`src/logic/startup_status_pkg.sv`:
```
// Purpose: Shared constants for the startup status flag bank
// Assumes: 25 MHz reference clock, APB with 32-bit data
// Notes:   Offsets are byte addresses of aligned words
`default_nettype none

package startup_status_pkg;

  // ----------------------------------------
  // Bus geometry
  // ----------------------------------------
  localparam int ADDR_W = 8;
  localparam int DATA_W = 32;

  // ----------------------------------------
  // Register offsets
  // ----------------------------------------
  localparam logic [7:0] STATUS_ADDR = 8'h00;
  localparam logic [7:0] COMMAND_ADDR = 8'h04;
  localparam logic [7:0] IRQ_STATUS_ADDR = 8'h08;
  localparam logic [7:0] IRQ_CLEAR_ADDR = 8'h0C;
  localparam logic [7:0] IRQ_ENABLE_ADDR = 8'h10;

  // ----------------------------------------
  // Field positions
  // ----------------------------------------
  localparam int FACTORY_BIT = 7;
  localparam int CLK_MISSING_BIT = 8;
  localparam int EVALUATING_BIT = 16;
  localparam int AXIS_ENABLED_BIT = 17;
  localparam int CMD_RESET_BIT = 0;
  localparam int CMD_REINIT_BIT = 1;
  localparam int IRQ_W = 3;
  localparam int IRQ_CLK_MISSING_BIT = 0;
  localparam int IRQ_FACTORY_BIT = 1;
  localparam int IRQ_REFUSED_BIT = 2;

  // ----------------------------------------
  // Reset values
  // ----------------------------------------
  localparam logic [DATA_W-1:0] RDATA_RESET = 32'h0000_0000;
  localparam logic [IRQ_W-1:0] IRQ_RESET = 3'h0;

  // ----------------------------------------
  // Timing
  // ----------------------------------------
  localparam int CLK_PERIOD_NS = 40;
  localparam int EVAL_TIME_NS = 100000;
  localparam int EVAL_CYCLES = (EVAL_TIME_NS + CLK_PERIOD_NS - 1) / CLK_PERIOD_NS;
  localparam int EVAL_CNT_W = $clog2(EVAL_CYCLES + 1);

  // ----------------------------------------
  // Evaluation sequencer
  // ----------------------------------------
  typedef enum logic [1:0] {
    ST_RESTART = 2'b00,
    ST_EVAL = 2'b01,
    ST_RUN = 2'b10
  } state_type;

endpackage : startup_status_pkg

`default_nettype wire

```
`src/logic/startup_status_flags.sv`:
```
// Purpose: Startup status flags with APB access and axis enable gating
// Assumes: Config inputs and axis requests come from ref_clk_i logic
// Notes:   Flags change only when an evaluation completes or a reset command clears them
//
// Decided for this implementation: the APB slave port and the placing of the registers.
`default_nettype none

module startup_status_flags #(
  parameter int EVAL_WINDOW = startup_status_pkg::EVAL_CYCLES
) (
  // Clock and reset
  input wire logic ref_clk_i,
  input wire logic reset_n_i,
  // APB slave
  input wire logic psel_i,
  input wire logic penable_i,
  input wire logic pwrite_i,
  input wire logic [startup_status_pkg::ADDR_W-1:0] paddr_i,
  input wire logic [startup_status_pkg::DATA_W-1:0] pwdata_i,
  output logic [startup_status_pkg::DATA_W-1:0] prdata_o,
  output logic pready_o,
  output logic pslverr_o,
  // Timing clock pins
  input wire logic phase_clk_i,
  input wire logic servo_clk_i,
  // Configuration store
  input wire logic factory_config_i,
  input wire logic config_modified_i,
  input wire logic config_saved_i,
  // Axis control
  input wire logic axis_enable_req_i,
  input wire logic axis_disable_req_i,
  output logic axis_enable_o,
  // Flags and interrupt
  output logic clock_missing_o,
  output logic factory_settings_o,
  output logic irq_o
);
  import startup_status_pkg::*;

  state_type state_reg;
  logic clock_missing_flag;
  logic factory_settings_flag;
  logic modified_reg;
  logic reinit_reg;
  logic reinit_watch;
  logic [IRQ_W-1:0] irq_status_reg;
  logic [IRQ_W-1:0] irq_enable_reg;
  logic [IRQ_W-1:0] irq_event;
  logic [IRQ_W-1:0] irq_status_next;
  logic det_done;
  logic det_missing;
  logic det_run;
  logic evaluating;
  logic access;
  logic wr_done;
  logic addr_ok;
  logic reset_cmd;
  logic reinit_cmd;
  logic irq_clear_wr;
  logic axis_refused;
  logic factory_next;
  logic [DATA_W-1:0] read_value;

  // ----------------------------------------
  // Clock presence window
  // ----------------------------------------
  clock_presence_detector #(
    .WINDOW(EVAL_WINDOW),
    .CNT_W($clog2(EVAL_WINDOW + 1))
  ) detector (
    .ref_clk_i(ref_clk_i),
    .reset_n_i(reset_n_i),
    .run_i(det_run),
    .phase_clk_i(phase_clk_i),
    .servo_clk_i(servo_clk_i),
    .done_o(det_done),
    .missing_o(det_missing)
  );

  // ----------------------------------------
  // APB decode
  // ----------------------------------------
  // One wait state: read data comes from a register
  assign access = psel_i && penable_i && !pready_o;
  assign wr_done = psel_i && penable_i && pready_o && pwrite_i;
  assign addr_ok = (paddr_i == STATUS_ADDR) || (paddr_i == COMMAND_ADDR) ||
                   (paddr_i == IRQ_STATUS_ADDR) || (paddr_i == IRQ_CLEAR_ADDR) ||
                   (paddr_i == IRQ_ENABLE_ADDR);
  assign reset_cmd = wr_done && (paddr_i == COMMAND_ADDR) && pwdata_i[CMD_RESET_BIT];
  assign reinit_cmd = wr_done && (paddr_i == COMMAND_ADDR) && pwdata_i[CMD_REINIT_BIT];
  assign irq_clear_wr = wr_done && (paddr_i == IRQ_CLEAR_ADDR);

  // ----------------------------------------
  // Evaluation sequencer
  // ----------------------------------------
  assign det_run = (state_reg == ST_EVAL);
  assign evaluating = (state_reg != ST_RUN);

  always_ff @(posedge ref_clk_i) begin
    if (!reset_n_i) begin
      state_reg <= ST_RESTART;
    end else if (reset_cmd) begin
      state_reg <= ST_RESTART;
    end else begin
      unique case (state_reg)
        ST_RESTART: begin
          state_reg <= ST_EVAL;
        end
        ST_EVAL: begin
          if (det_done) begin
            state_reg <= ST_RUN;
          end
        end
        ST_RUN: begin
          state_reg <= ST_RUN;
        end
        default: begin
          state_reg <= ST_RESTART;
        end
      endcase
    end
  end

  // ----------------------------------------
  // Configuration tracking
  // ----------------------------------------
  // Set wins over a save in the same cycle
  always_ff @(posedge ref_clk_i) begin
    if (!reset_n_i) begin
      modified_reg <= 1'b0;
    end else if (config_modified_i) begin
      modified_reg <= 1'b1;
    end else if (config_saved_i || (det_run && det_done)) begin
      modified_reg <= 1'b0;
    end
  end

  // Restored factory state is only reported at the next evaluation
  always_ff @(posedge ref_clk_i) begin
    if (!reset_n_i) begin
      reinit_reg <= 1'b0;
    end else if (reinit_cmd) begin
      reinit_reg <= 1'b1;
    end else if (det_run && det_done) begin
      reinit_reg <= 1'b0;
    end
  end

  assign factory_next = factory_config_i || reinit_reg || modified_reg;

  // ----------------------------------------
  // Startup flags
  // ----------------------------------------
  // Sampled once per evaluation, so later changes stay invisible
  always_ff @(posedge ref_clk_i) begin
    if (!reset_n_i || reset_cmd) begin
      clock_missing_flag <= 1'b0;
      factory_settings_flag <= 1'b0;
    end else if (det_run && det_done) begin
      clock_missing_flag <= det_missing;
      factory_settings_flag <= factory_next;
    end
  end

  always_ff @(posedge ref_clk_i) begin
    if (!reset_n_i) begin
      clock_missing_o <= 1'b0;
      factory_settings_o <= 1'b0;
    end else begin
      clock_missing_o <= (det_run && det_done) ? det_missing :
                         (clock_missing_flag && !reset_cmd);
      factory_settings_o <= (det_run && det_done) ? factory_next :
                            (factory_settings_flag && !reset_cmd);
    end
  end

  // ----------------------------------------
  // Axis enable gating
  // ----------------------------------------
  // Also held off while evaluating: clock state is not yet known
  assign axis_refused = axis_enable_req_i && (clock_missing_flag || evaluating);

  always_ff @(posedge ref_clk_i) begin
    if (!reset_n_i || reset_cmd || evaluating || clock_missing_flag) begin
      axis_enable_o <= 1'b0;
    end else if (axis_disable_req_i) begin
      axis_enable_o <= 1'b0;
    end else if (axis_enable_req_i) begin
      axis_enable_o <= 1'b1;
    end
  end

  // ----------------------------------------
  // Interrupts
  // ----------------------------------------
  assign irq_event[IRQ_CLK_MISSING_BIT] = det_run && det_done && det_missing;
  assign irq_event[IRQ_FACTORY_BIT] = det_run && det_done && factory_next;
  assign irq_event[IRQ_REFUSED_BIT] = axis_refused;
  // New events win over a clear of the same bit
  assign irq_status_next = (irq_status_reg &
                            ~(irq_clear_wr ? pwdata_i[IRQ_W-1:0] : IRQ_RESET)) | irq_event;

  always_ff @(posedge ref_clk_i) begin
    if (!reset_n_i) begin
      irq_status_reg <= IRQ_RESET;
    end else begin
      irq_status_reg <= irq_status_next;
    end
  end

  always_ff @(posedge ref_clk_i) begin
    if (!reset_n_i) begin
      irq_enable_reg <= IRQ_RESET;
    end else if (wr_done && (paddr_i == IRQ_ENABLE_ADDR)) begin
      irq_enable_reg <= pwdata_i[IRQ_W-1:0];
    end
  end

  always_ff @(posedge ref_clk_i) begin
    if (!reset_n_i) begin
      irq_o <= 1'b0;
    end else begin
      irq_o <= |(irq_status_next & irq_enable_reg);
    end
  end

  // ----------------------------------------
  // APB read path
  // ----------------------------------------
  always_comb begin
    read_value = RDATA_RESET;
    unique case (paddr_i)
      STATUS_ADDR: begin
        read_value[CLK_MISSING_BIT] = clock_missing_flag;
        read_value[FACTORY_BIT] = factory_settings_flag;
        read_value[EVALUATING_BIT] = evaluating;
        read_value[AXIS_ENABLED_BIT] = axis_enable_o;
      end
      IRQ_STATUS_ADDR: begin
        read_value[IRQ_W-1:0] = irq_status_reg;
      end
      IRQ_ENABLE_ADDR: begin
        read_value[IRQ_W-1:0] = irq_enable_reg;
      end
      default: begin
        read_value = RDATA_RESET;
      end
    endcase
  end

  // Status writes are dropped; reads have no side effect
  always_ff @(posedge ref_clk_i) begin
    if (!reset_n_i) begin
      pready_o <= 1'b0;
      pslverr_o <= 1'b0;
      prdata_o <= RDATA_RESET;
    end else begin
      pready_o <= access;
      pslverr_o <= access && !addr_ok;
      if (access && !pwrite_i) begin
        prdata_o <= read_value;
      end
    end
  end

  // ----------------------------------------
  // Checks
  // ----------------------------------------
  AST_MISSING_SET: assert property (@(posedge ref_clk_i) disable iff (!reset_n_i)
    det_run && det_done && det_missing && !reset_cmd |=> clock_missing_flag)
    else $error("Clock missing flag not raised after failed window");

  AST_MISSING_CLEAR: assert property (@(posedge ref_clk_i) disable iff (!reset_n_i)
    det_run && det_done && !det_missing && !reset_cmd |=> !clock_missing_flag ##1
    !clock_missing_o)
    else $error("Clock missing flag raised with clocks present");

  AST_ONLY_AT_EVAL: assert property (@(posedge ref_clk_i) disable iff (!reset_n_i)
    !(det_run && det_done) && !reset_cmd |=> $stable(clock_missing_flag) &&
    $stable(factory_settings_flag))
    else $error("Flag changed outside an evaluation");

  AST_RESET_CMD: assert property (@(posedge ref_clk_i) disable iff (!reset_n_i)
    reset_cmd |=> !clock_missing_flag && !factory_settings_flag &&
    state_reg == ST_RESTART ##1 det_run)
    else $error("Reset command did not restart evaluation");

  AST_AXIS_REFUSED: assert property (@(posedge ref_clk_i) disable iff (!reset_n_i)
    clock_missing_flag && axis_enable_req_i |=> !axis_enable_o && irq_status_reg[IRQ_REFUSED_BIT])
    else $error("Axis enabled while a timing clock is missing");

  always_ff @(posedge ref_clk_i) begin
    if (!reset_n_i) begin
      reinit_watch <= 1'b0;
    end else if (reinit_cmd) begin
      reinit_watch <= 1'b1;
    end else if (det_run && det_done) begin
      reinit_watch <= 1'b0;
    end
  end

  AST_FACTORY_REINIT: assert property (@(posedge ref_clk_i) disable iff (!reset_n_i)
    reinit_watch && det_run && det_done && !reset_cmd |=> factory_settings_flag)
    else $error("Factory flag missing after re-initialization");

  AST_FACTORY_MODIFIED: assert property (@(posedge ref_clk_i) disable iff (!reset_n_i)
    det_run && det_done && modified_reg && !reset_cmd |=> factory_settings_flag)
    else $error("Factory flag missing after unsaved change");

  AST_FACTORY_RUNS: assert property (@(posedge ref_clk_i) disable iff (!reset_n_i)
    factory_settings_flag && !clock_missing_flag && !evaluating && axis_enable_req_i &&
    !axis_disable_req_i && !reset_cmd |=> axis_enable_o)
    else $error("Factory flag blocked normal operation");

  AST_STATUS_READ: assert property (@(posedge ref_clk_i) disable iff (!reset_n_i)
    access && !pwrite_i && paddr_i == STATUS_ADDR |=>
    prdata_o[CLK_MISSING_BIT] == $past(clock_missing_flag) &&
    prdata_o[FACTORY_BIT] == $past(factory_settings_flag) && pready_o)
    else $error("Status word does not carry the flags");

  AST_WRITE_IGNORED: assert property (@(posedge ref_clk_i) disable iff (!reset_n_i)
    wr_done && paddr_i == STATUS_ADDR && !(det_run && det_done) |=>
    $stable(clock_missing_flag) && $stable(factory_settings_flag))
    else $error("Status write changed a flag");

endmodule : startup_status_flags

`default_nettype wire

```
`src/logic/clock_presence_detector.sv`:
```
// Purpose: Watch the phase and servo timing clocks for a fixed window
// Assumes: Clock pins are asynchronous to ref_clk_i
// Notes:   Window restarts whenever run_i drops
`default_nettype none

module clock_presence_detector #(
  parameter int WINDOW = startup_status_pkg::EVAL_CYCLES,
  parameter int CNT_W = startup_status_pkg::EVAL_CNT_W
) (
  // Clock and reset
  input wire logic ref_clk_i,
  input wire logic reset_n_i,
  // Control
  input wire logic run_i,
  // Timing clock pins
  input wire logic phase_clk_i,
  input wire logic servo_clk_i,
  // Result
  output logic done_o,
  output logic missing_o
);
  import startup_status_pkg::*;

  localparam logic [CNT_W-1:0] LAST = CNT_W'(WINDOW - 1);

  logic [1:0] sync1_reg;
  logic [1:0] sync2_reg;
  logic [1:0] prev_reg;
  logic [1:0] seen_reg;
  logic [CNT_W-1:0] count_reg;
  logic [1:0] edge_seen;

  // ----------------------------------------
  // Two-stage synchronisers, edge detect on second stage only
  // ----------------------------------------
  always_ff @(posedge ref_clk_i) begin
    if (!reset_n_i) begin
      // Reset high, so a pin stuck high shows no false edge
      sync1_reg <= 2'h3;
      sync2_reg <= 2'h3;
      prev_reg <= 2'h3;
    end else begin
      sync1_reg <= {servo_clk_i, phase_clk_i};
      sync2_reg <= sync1_reg;
      prev_reg <= sync2_reg;
    end
  end

  assign edge_seen = seen_reg | (sync2_reg & ~prev_reg);

  always_ff @(posedge ref_clk_i) begin
    if (!reset_n_i || !run_i) begin
      count_reg <= '0;
      seen_reg <= 2'h0;
    end else begin
      if (count_reg != LAST) begin
        count_reg <= count_reg + CNT_W'(1);
      end
      seen_reg <= edge_seen;
    end
  end

  // Either clock absent is a fault
  always_ff @(posedge ref_clk_i) begin
    if (!reset_n_i) begin
      done_o <= 1'b0;
      missing_o <= 1'b0;
    end else begin
      done_o <= run_i && (count_reg == LAST) && !done_o;
      if (run_i && (count_reg == LAST) && !done_o) begin
        missing_o <= ~&edge_seen;
      end
    end
  end

  AST_WINDOW_DONE: assert property (@(posedge ref_clk_i) disable iff (!reset_n_i)
    done_o |-> $past(run_i) && $past(count_reg) == LAST)
    else $error("Detector finished outside its window");

endmodule : clock_presence_detector

`default_nettype wire

```
`config.mk`:
```
export PLATFORM = sky130hd
export DESIGN_NAME = startup_status_flags
export DESIGN_NICKNAME = d
export VERILOG_FILES = /design/src/logic/startup_status_pkg.sv /design/src/logic/startup_status_flags.sv /design/src/logic/clock_presence_detector.sv
export SDC_FILE = /design/constraint.sdc
export NUM_CORES = 1
export LEC_CHECK = 0
export BUFFER_PORTS_ARGS = -buffer_cell sky130_fd_sc_hd__buf_2
export CAP_MARGIN = 25
export CORE_MARGIN = 2
export CORE_UTILIZATION = 48
export DETAILED_ROUTE_END_ITERATION = 8
export PLACE_DENSITY = 0.87
export SKIP_CTS_REPAIR_TIMING = 1
export SYNTH_ARGS = -nofsm -noshare
export SYNTH_HDL_FRONTEND = slang
export SYNTH_HIERARCHICAL = 1
export SYNTH_SLANG_ARGS = --single-unit
```
`constraint.sdc`:
```
create_clock -name ref_clk_i -period 1.9 [get_ports ref_clk_i]
set_clock_uncertainty 0.05 [all_clocks]
set_input_delay 0.095 -clock ref_clk_i [delete_from_list [all_inputs] [get_ports ref_clk_i]]
set_output_delay 0.095 -clock ref_clk_i [all_outputs]
set_load 0.02 [all_outputs]
```
==> metrics.txt, run 1 <==
Routed WL approximately 4500 um; DR iter-0 viols about 160; vias in the first global route between 1500 and 2000; Num CTS Buffers 5; P&R area growth vs syn 12.5%; std cell rows 25; share of the synthesized area in the top cell type 0.415; M3 GR Usage 0.0525; Starting Density 0.490; Worst setup EP type register; Reg2Reg Setup Slack 0.22 ns; overall global routing resource usage 0.169; outcome complete, but fails checks; total gr overflow 0; H-tree depth 2; max FFs per register 12; drt wl/cell 12.9 um; minimum clock period 1.68 ns; Max-Cap Viols 0; Area contributors post-synth dfxtp_1 (41%), buf_4 (8.3%), nor2b_1 (3.3%); type of the worst setup path reg2reg; crit path max-delay cell type or4_4; max incr delay on CP 0.58 ns; number of synthesized flops with an enable pin 0; hold_ws -0.0420 ns; GPL Wtd Cong 0.890; met2 Usage GRT 0.280; Bufs and invs on worst path 0; initial antenna violation count 0; busiest layer in global routing met2; vias 1876; Worst Path Required 2.06 ns; crit path cell chain or4_4 > o41a_1 > a31o_1; Vias/cell 5.42; Final period util 0.886; chip width between 70 and 80 um; pin count of the biggest net entering global routing 31; PortBufs 35; fin nets between 300 and 400; Top delay family on crit path simple AND/OR/NAND/NOR gates; io pins 90; endpoints failing hold 1; CTS clk-pin slew, worst paths 0.09 ns; CORE AREA 0.00463 mm^2; Yosys reg bits 47; first-pass GRT wire length 7010 um; Final ANT Viol Nets 0; Max VDD drop approximately 0.00059 V; Gate Count Post-Synth 247; asr flop ratio synth 0; Slew headroom 0.636; average size of a mapped cell 9.19 um^2; f_max between 500 and 600 MHz; clk sink count 47; leakage power 1.04 nW; Post-Syn Area 0.00227 mm^2; post-route DRC violation count 0; Worst Path Max Fanout 9; Clk Latency, worst-skew pair 0.31 ns; final setup vio count 0; Synth area leader dfxtp_1; top_reg_cell synth dfxtp_1; HPWL after DPL 3270 um; Slew @ Worst Pin 0.540 ns; final slew viol count 0; met1 GRT Util 0.214; Power Dens Cells between 700 and 800 mW/mm^2; Worst setup SP type register; TritonCTS clock tree done; Seq/Total Area, Yosys 0.415; Max clock buf depth 2; Die Area between 0.005 and 0.006 mm^2; layout cell share with drive strength beyond 1 0.192; RSZ-0062 raised after global routing false; Arrival @ worst endpoint between 1.5 and 2 ns; n_diodes 0; Die Y 72.8 um; DR pass1 iterations 4; failing checks negative hold slack; HP Class in2reg; Yosys warning count 6; post-synth cell types 48; Final TNS setup 0 ns; Clock Root Buffer clkbuf_8
-- cells in the final DEF, fill, tap and decap left out, drive strengths merged, types with 3 or more instances in the layout --
cell / netlist / layout
nor2b: 12 / 12
a221oi: 4 / 4
dlygate4sd3: 0 / 5
nor3: 6 / 6
nor4: 8 / 8
inv: 7 / 9
nand2: 15 / 15
conb: 1 / 25
o21a: 3 / 3
o21ai: 12 / 12
a22oi: 5 / 5
a21oi: 9 / 9
dfxtp: 47 / 47
clkbuf: 4 / 5
nand3: 7 / 7
o31ai: 4 / 4
a31oi: 4 / 4
nand4: 5 / 5
buf: 26 / 38
nand2b: 11 / 11
and3: 3 / 3
mux2i: 6 / 6
nor2: 11 / 11
or4: 5 / 5
and2: 4 / 4
ha: 4 / 4
-- where the power goes --
part / switching (mW) / internal [mW]
Combinational: 0.192 / 0.111
Clock: 0.363 / 0.266
Sequential: 0.0331 / 1.02
Total: 0.588 / 1.40
-- per-layer routing --
| metal | vias to the layer above | wire length, um |
|---|---|---|
| li1 | 937 | - |
| met1 | 878 | 1950 |
| met2 | 56 | 2200 |
| met3 | 5 | 286 |
| met4 | 0 | 40 |
| met5 | - | 0 |
-- stage by stage --
stage / area (um^2) / power [mW] / setup slack, ns / utilization / instances
2_1_floorplan: 2360 / 1.33 / 0.260 / - / 271
3_3_place_gp: 2410 / 1.36 / 0.223 / 0.521 / 333
3_5_place_dp: 2410 / 1.37 / 0.231 / 0.521 / 333
4_1_cts: 2500 / 1.99 / 0.216 / 0.541 / 341
5_1_grt: 2550 / 2.08 / 0.127 / 0.551 / 346
6_report: 2550 / 1.99 / 0.217 / 0.551 / 346
-- logic make-up (layout without fill, tap and decap cells) --
family	after synthesis	after routing	share of synthesized area
AND/OR/NAND/NOR	99	99	0.271
AO/OA/AOI/OAI	51	51	0.151
flip-flops	47	47	0.415
buffers and inverters	37	58	0.106
multiplexers	6	6	0.0265
adder cells (fa/ha/maj)	4	4	0.0221
XOR/XNOR	2	2	0.00772
other	1	25	0.00165
-- cell usage after synthesis (2+ instances only) --
master,count
nand4_1,5
nor4_1,6
nor4_4,2
a21oi_1,9
a31oi_1,4
nand2_1,15
and2_1,4
ha_1,4
or3_1,2
o21a_1,3
nor2b_1,12
or4_1,3
nor3b_1,2
mux2i_1,6
dfxtp_1,47
nor3_1,6
a22oi_1,5
o21ai_1,2
nand3_1,7
o21ai_0,10
buf_4,25
nor2_1,11
clkbuf_1,4
xor2_1,2
inv_1,7
a221oi_1,4
o31ai_1,4
or4_4,2
o22ai_1,2
nor4bb_1,2
nand2b_1,11
and3_1,3
-- layout make-up --
type | count | area, um^2
Tap cell | 54 | 67.6
Timing Repair Buffer | 43 | 248
Inverter | 7 | 26.3
Clock buffer | 5 | 68.8
Clock inverter | 3 | 22.5
Sequential cell | 47 | 941
Multi-Input combinational cell | 187 | 1180
Fill cell | 416 | 2080
-- final timing paths --
path                           end  cells after the start                   from
min                   modified_reg                      3      config_modified_i
max             detector/missing_o                      3  detector/count_reg[2]
max reg2reg     detector/missing_o                      3  detector/count_reg[2]
min reg2reg  detector/sync2_reg[1]                      1  detector/sync1_reg[1]
-- tightest hold or removal path: cells and delay by family --
kind | cells | cell delay, ns
compound gates | 1 | 0.03
simple gates | 1 | 0.08
buf+inv | 1 | 0.08
No activity file was read; power rests on OpenSTA's default activity.
==> run 2, diff against run 1 <==
--- a/config.mk
+++ b/config.mk
@@ -8,9 +8,10 @@
 export BUFFER_PORTS_ARGS = -buffer_cell sky130_fd_sc_hd__buf_2
 export CAP_MARGIN = 25
 export CORE_MARGIN = 2
-export CORE_UTILIZATION = 48
+export CORE_UTILIZATION = 50
+export CTS_BUF_LIST = sky130_fd_sc_hd__clkbuf_8
 export DETAILED_ROUTE_END_ITERATION = 8
-export PLACE_DENSITY = 0.87
+export PLACE_DENSITY = 0.9
 export SKIP_CTS_REPAIR_TIMING = 1
 export SYNTH_ARGS = -nofsm -noshare
 export SYNTH_HDL_FRONTEND = slang
==> run 2 against run 1 <==
  * The run now ends clean
  * Largest power group unchanged
  * Total power rose by 12%
  * Critical path depth grew 1
  * Register-to-register slack got worse by 0.04 ns
  * Sequential power is essentially flat
  * Combinational power is 4% higher
==> metrics.txt, run 2 (same netlist as run 1, synthesis figures left out) <==
outcome finished clean; Routed WL 4620 um; vias in the first global route 1621; final setup vio count 0; io pins 90; Worst setup SP type register; Slew @ Worst Pin 0.596 ns; P_int 1.66 mW; Final TNS setup 0 ns; n_diodes 0; total gr overflow 0; Hold Crit Depth 3; RSZ-0062 raised after global routing false; Final ANT Viol Nets 0; Clock power frac 0.383; CORE AREA 0.00435 mm^2; Clock Root Buffer clkbuf_8; Worst Path Required 2.02 ns; initial antenna violation count 0; worst reg2reg startpoint detector/count_reg[0]; f_max 580 MHz; endpoints failing hold 0; HP Class in2reg; Power Dens Cells 855 mW/mm^2; Seq pwr share 0.475; most common cell after layout, fill and taps aside dfxtp_1; worst setup margin ~0.18 ns; pin count of the biggest net entering global routing 31; vias 1886; HPWL after DPL 3310 um; worst slack at placement 0.232 ns; layout cell share with drive strength beyond 1 0.191; Worst Path Max Fanout 6; Max clock buf depth 2; Max VDD drop 0.000586 V; Arrival @ worst endpoint 1.84 ns; minimum clock period 1.72 ns; commonest cells after routing, fill and taps aside dfxtp_1 (47), buf_2 (35), conb_1 (25); P&R area growth vs syn 14.8%; Switching Fraction 0.253; Hold Startpoint axis_enable_req_i; Die Area 0.00509 mm^2; Slew headroom 0.597; first-pass GRT wire length between 7000 and 8000 um; max FFs per register 12; Comb power frac 0.142; Max-Cap Viols 0; Die Y 71.4 um; chip width 71.4 um; H-tree depth 2; Final period util 0.907; Worst setup EP type register; PortBufs 35; clk sink count between 40 and 50; Crit. Startpoint detector/count_reg[0]; leakage power 1.06 nW; overall global routing resource usage 0.175; TritonCTS clock tree done; worst r2r path cells 4; Starting Density 0.521; final slew viol count 0; GPL Wtd Cong between 0.8 and 0.9; std cell rows 24; NetSw 0.563 mW; drt wl/cell around 13 um; DR pass1 iterations 4; CTS clk-pin slew, worst paths 0.09 ns; Clk Latency, worst-skew pair 0.29 ns; fin nets 348; Vias/cell approximately 5.5; Num CTS Buffers 5; type of the worst setup path reg2reg; post-route DRC violation count 0; DR iter-0 viols between 100 and 150
[run 2: final timing paths]
| check | end | slack [ns] |
|---|---|---|
| hold reg to reg | detector/sync2_reg[1] | 0.36 |
| hold / removal | irq_status_reg[2] | 0.02 |
| setup / recovery | detector/count_reg[2] | 0.18 |
| setup reg to reg | detector/count_reg[2] | 0.18 |
[run 2: per-stage QoR]
step	util	instance area [um^2]	power (mW)	cells	hold WS, ns
6_report	0.598	2610	2.23	345	0.0218
4_1_cts	0.584	2540	2.23	339	-0.103
2_1_floorplan	-	2360	1.33	271	0.118
3_3_place_gp	0.553	2410	1.36	331	0.219
3_5_place_dp	0.553	2410	1.38	331	0.221
5_1_grt	0.598	2610	2.32	345	0.0191
[run 2: worst max-delay path, cell delays in order, from the launching register on]
cell and delay (ns):
dfxtp_1 0.43, ha_1 0.28, nor4bb_1 0.53, a311o_2 0.26, a21oi_1 0.05
[run 2: area by class of cell]
| type | instances | area [um^2] |
|---|---|---|
| fillers | 373 | 1750 |
| clock buffers | 5 | 68.8 |
| well taps | 52 | 65.1 |
| clock inverters | 3 | 67.6 |
| repair buffers | 44 | 258 |
| multi-input cells | 187 | 1180 |
| flip-flops and latches | 47 | 941 |
| inverters | 7 | 26.3 |
[run 2: power groups by stage]
stage / Sequential, mW / Clock, mW / Combinational [mW]
5_1_grt: 1.06 / 0.914 / 0.349
3_5_place_dp: 1.08 / 0 / 0.301
2_1_floorplan: 1.08 / 0 / 0.255
4_1_cts: 1.06 / 0.874 / 0.304
6_report: 1.06 / 0.853 / 0.316
3_3_place_gp: 1.08 / 0 / 0.283
[run 2: routing by layer]
metal / vias up / track usage / wire [um]
met3: 5 / 0.0408 / 341
li1: 933 / - / -
met2: 72 / 0.277 / 2210
met4: 0 / 0.0755 / 53
met5: - / 0 / 0
met1: 876 / 0.228 / 2010
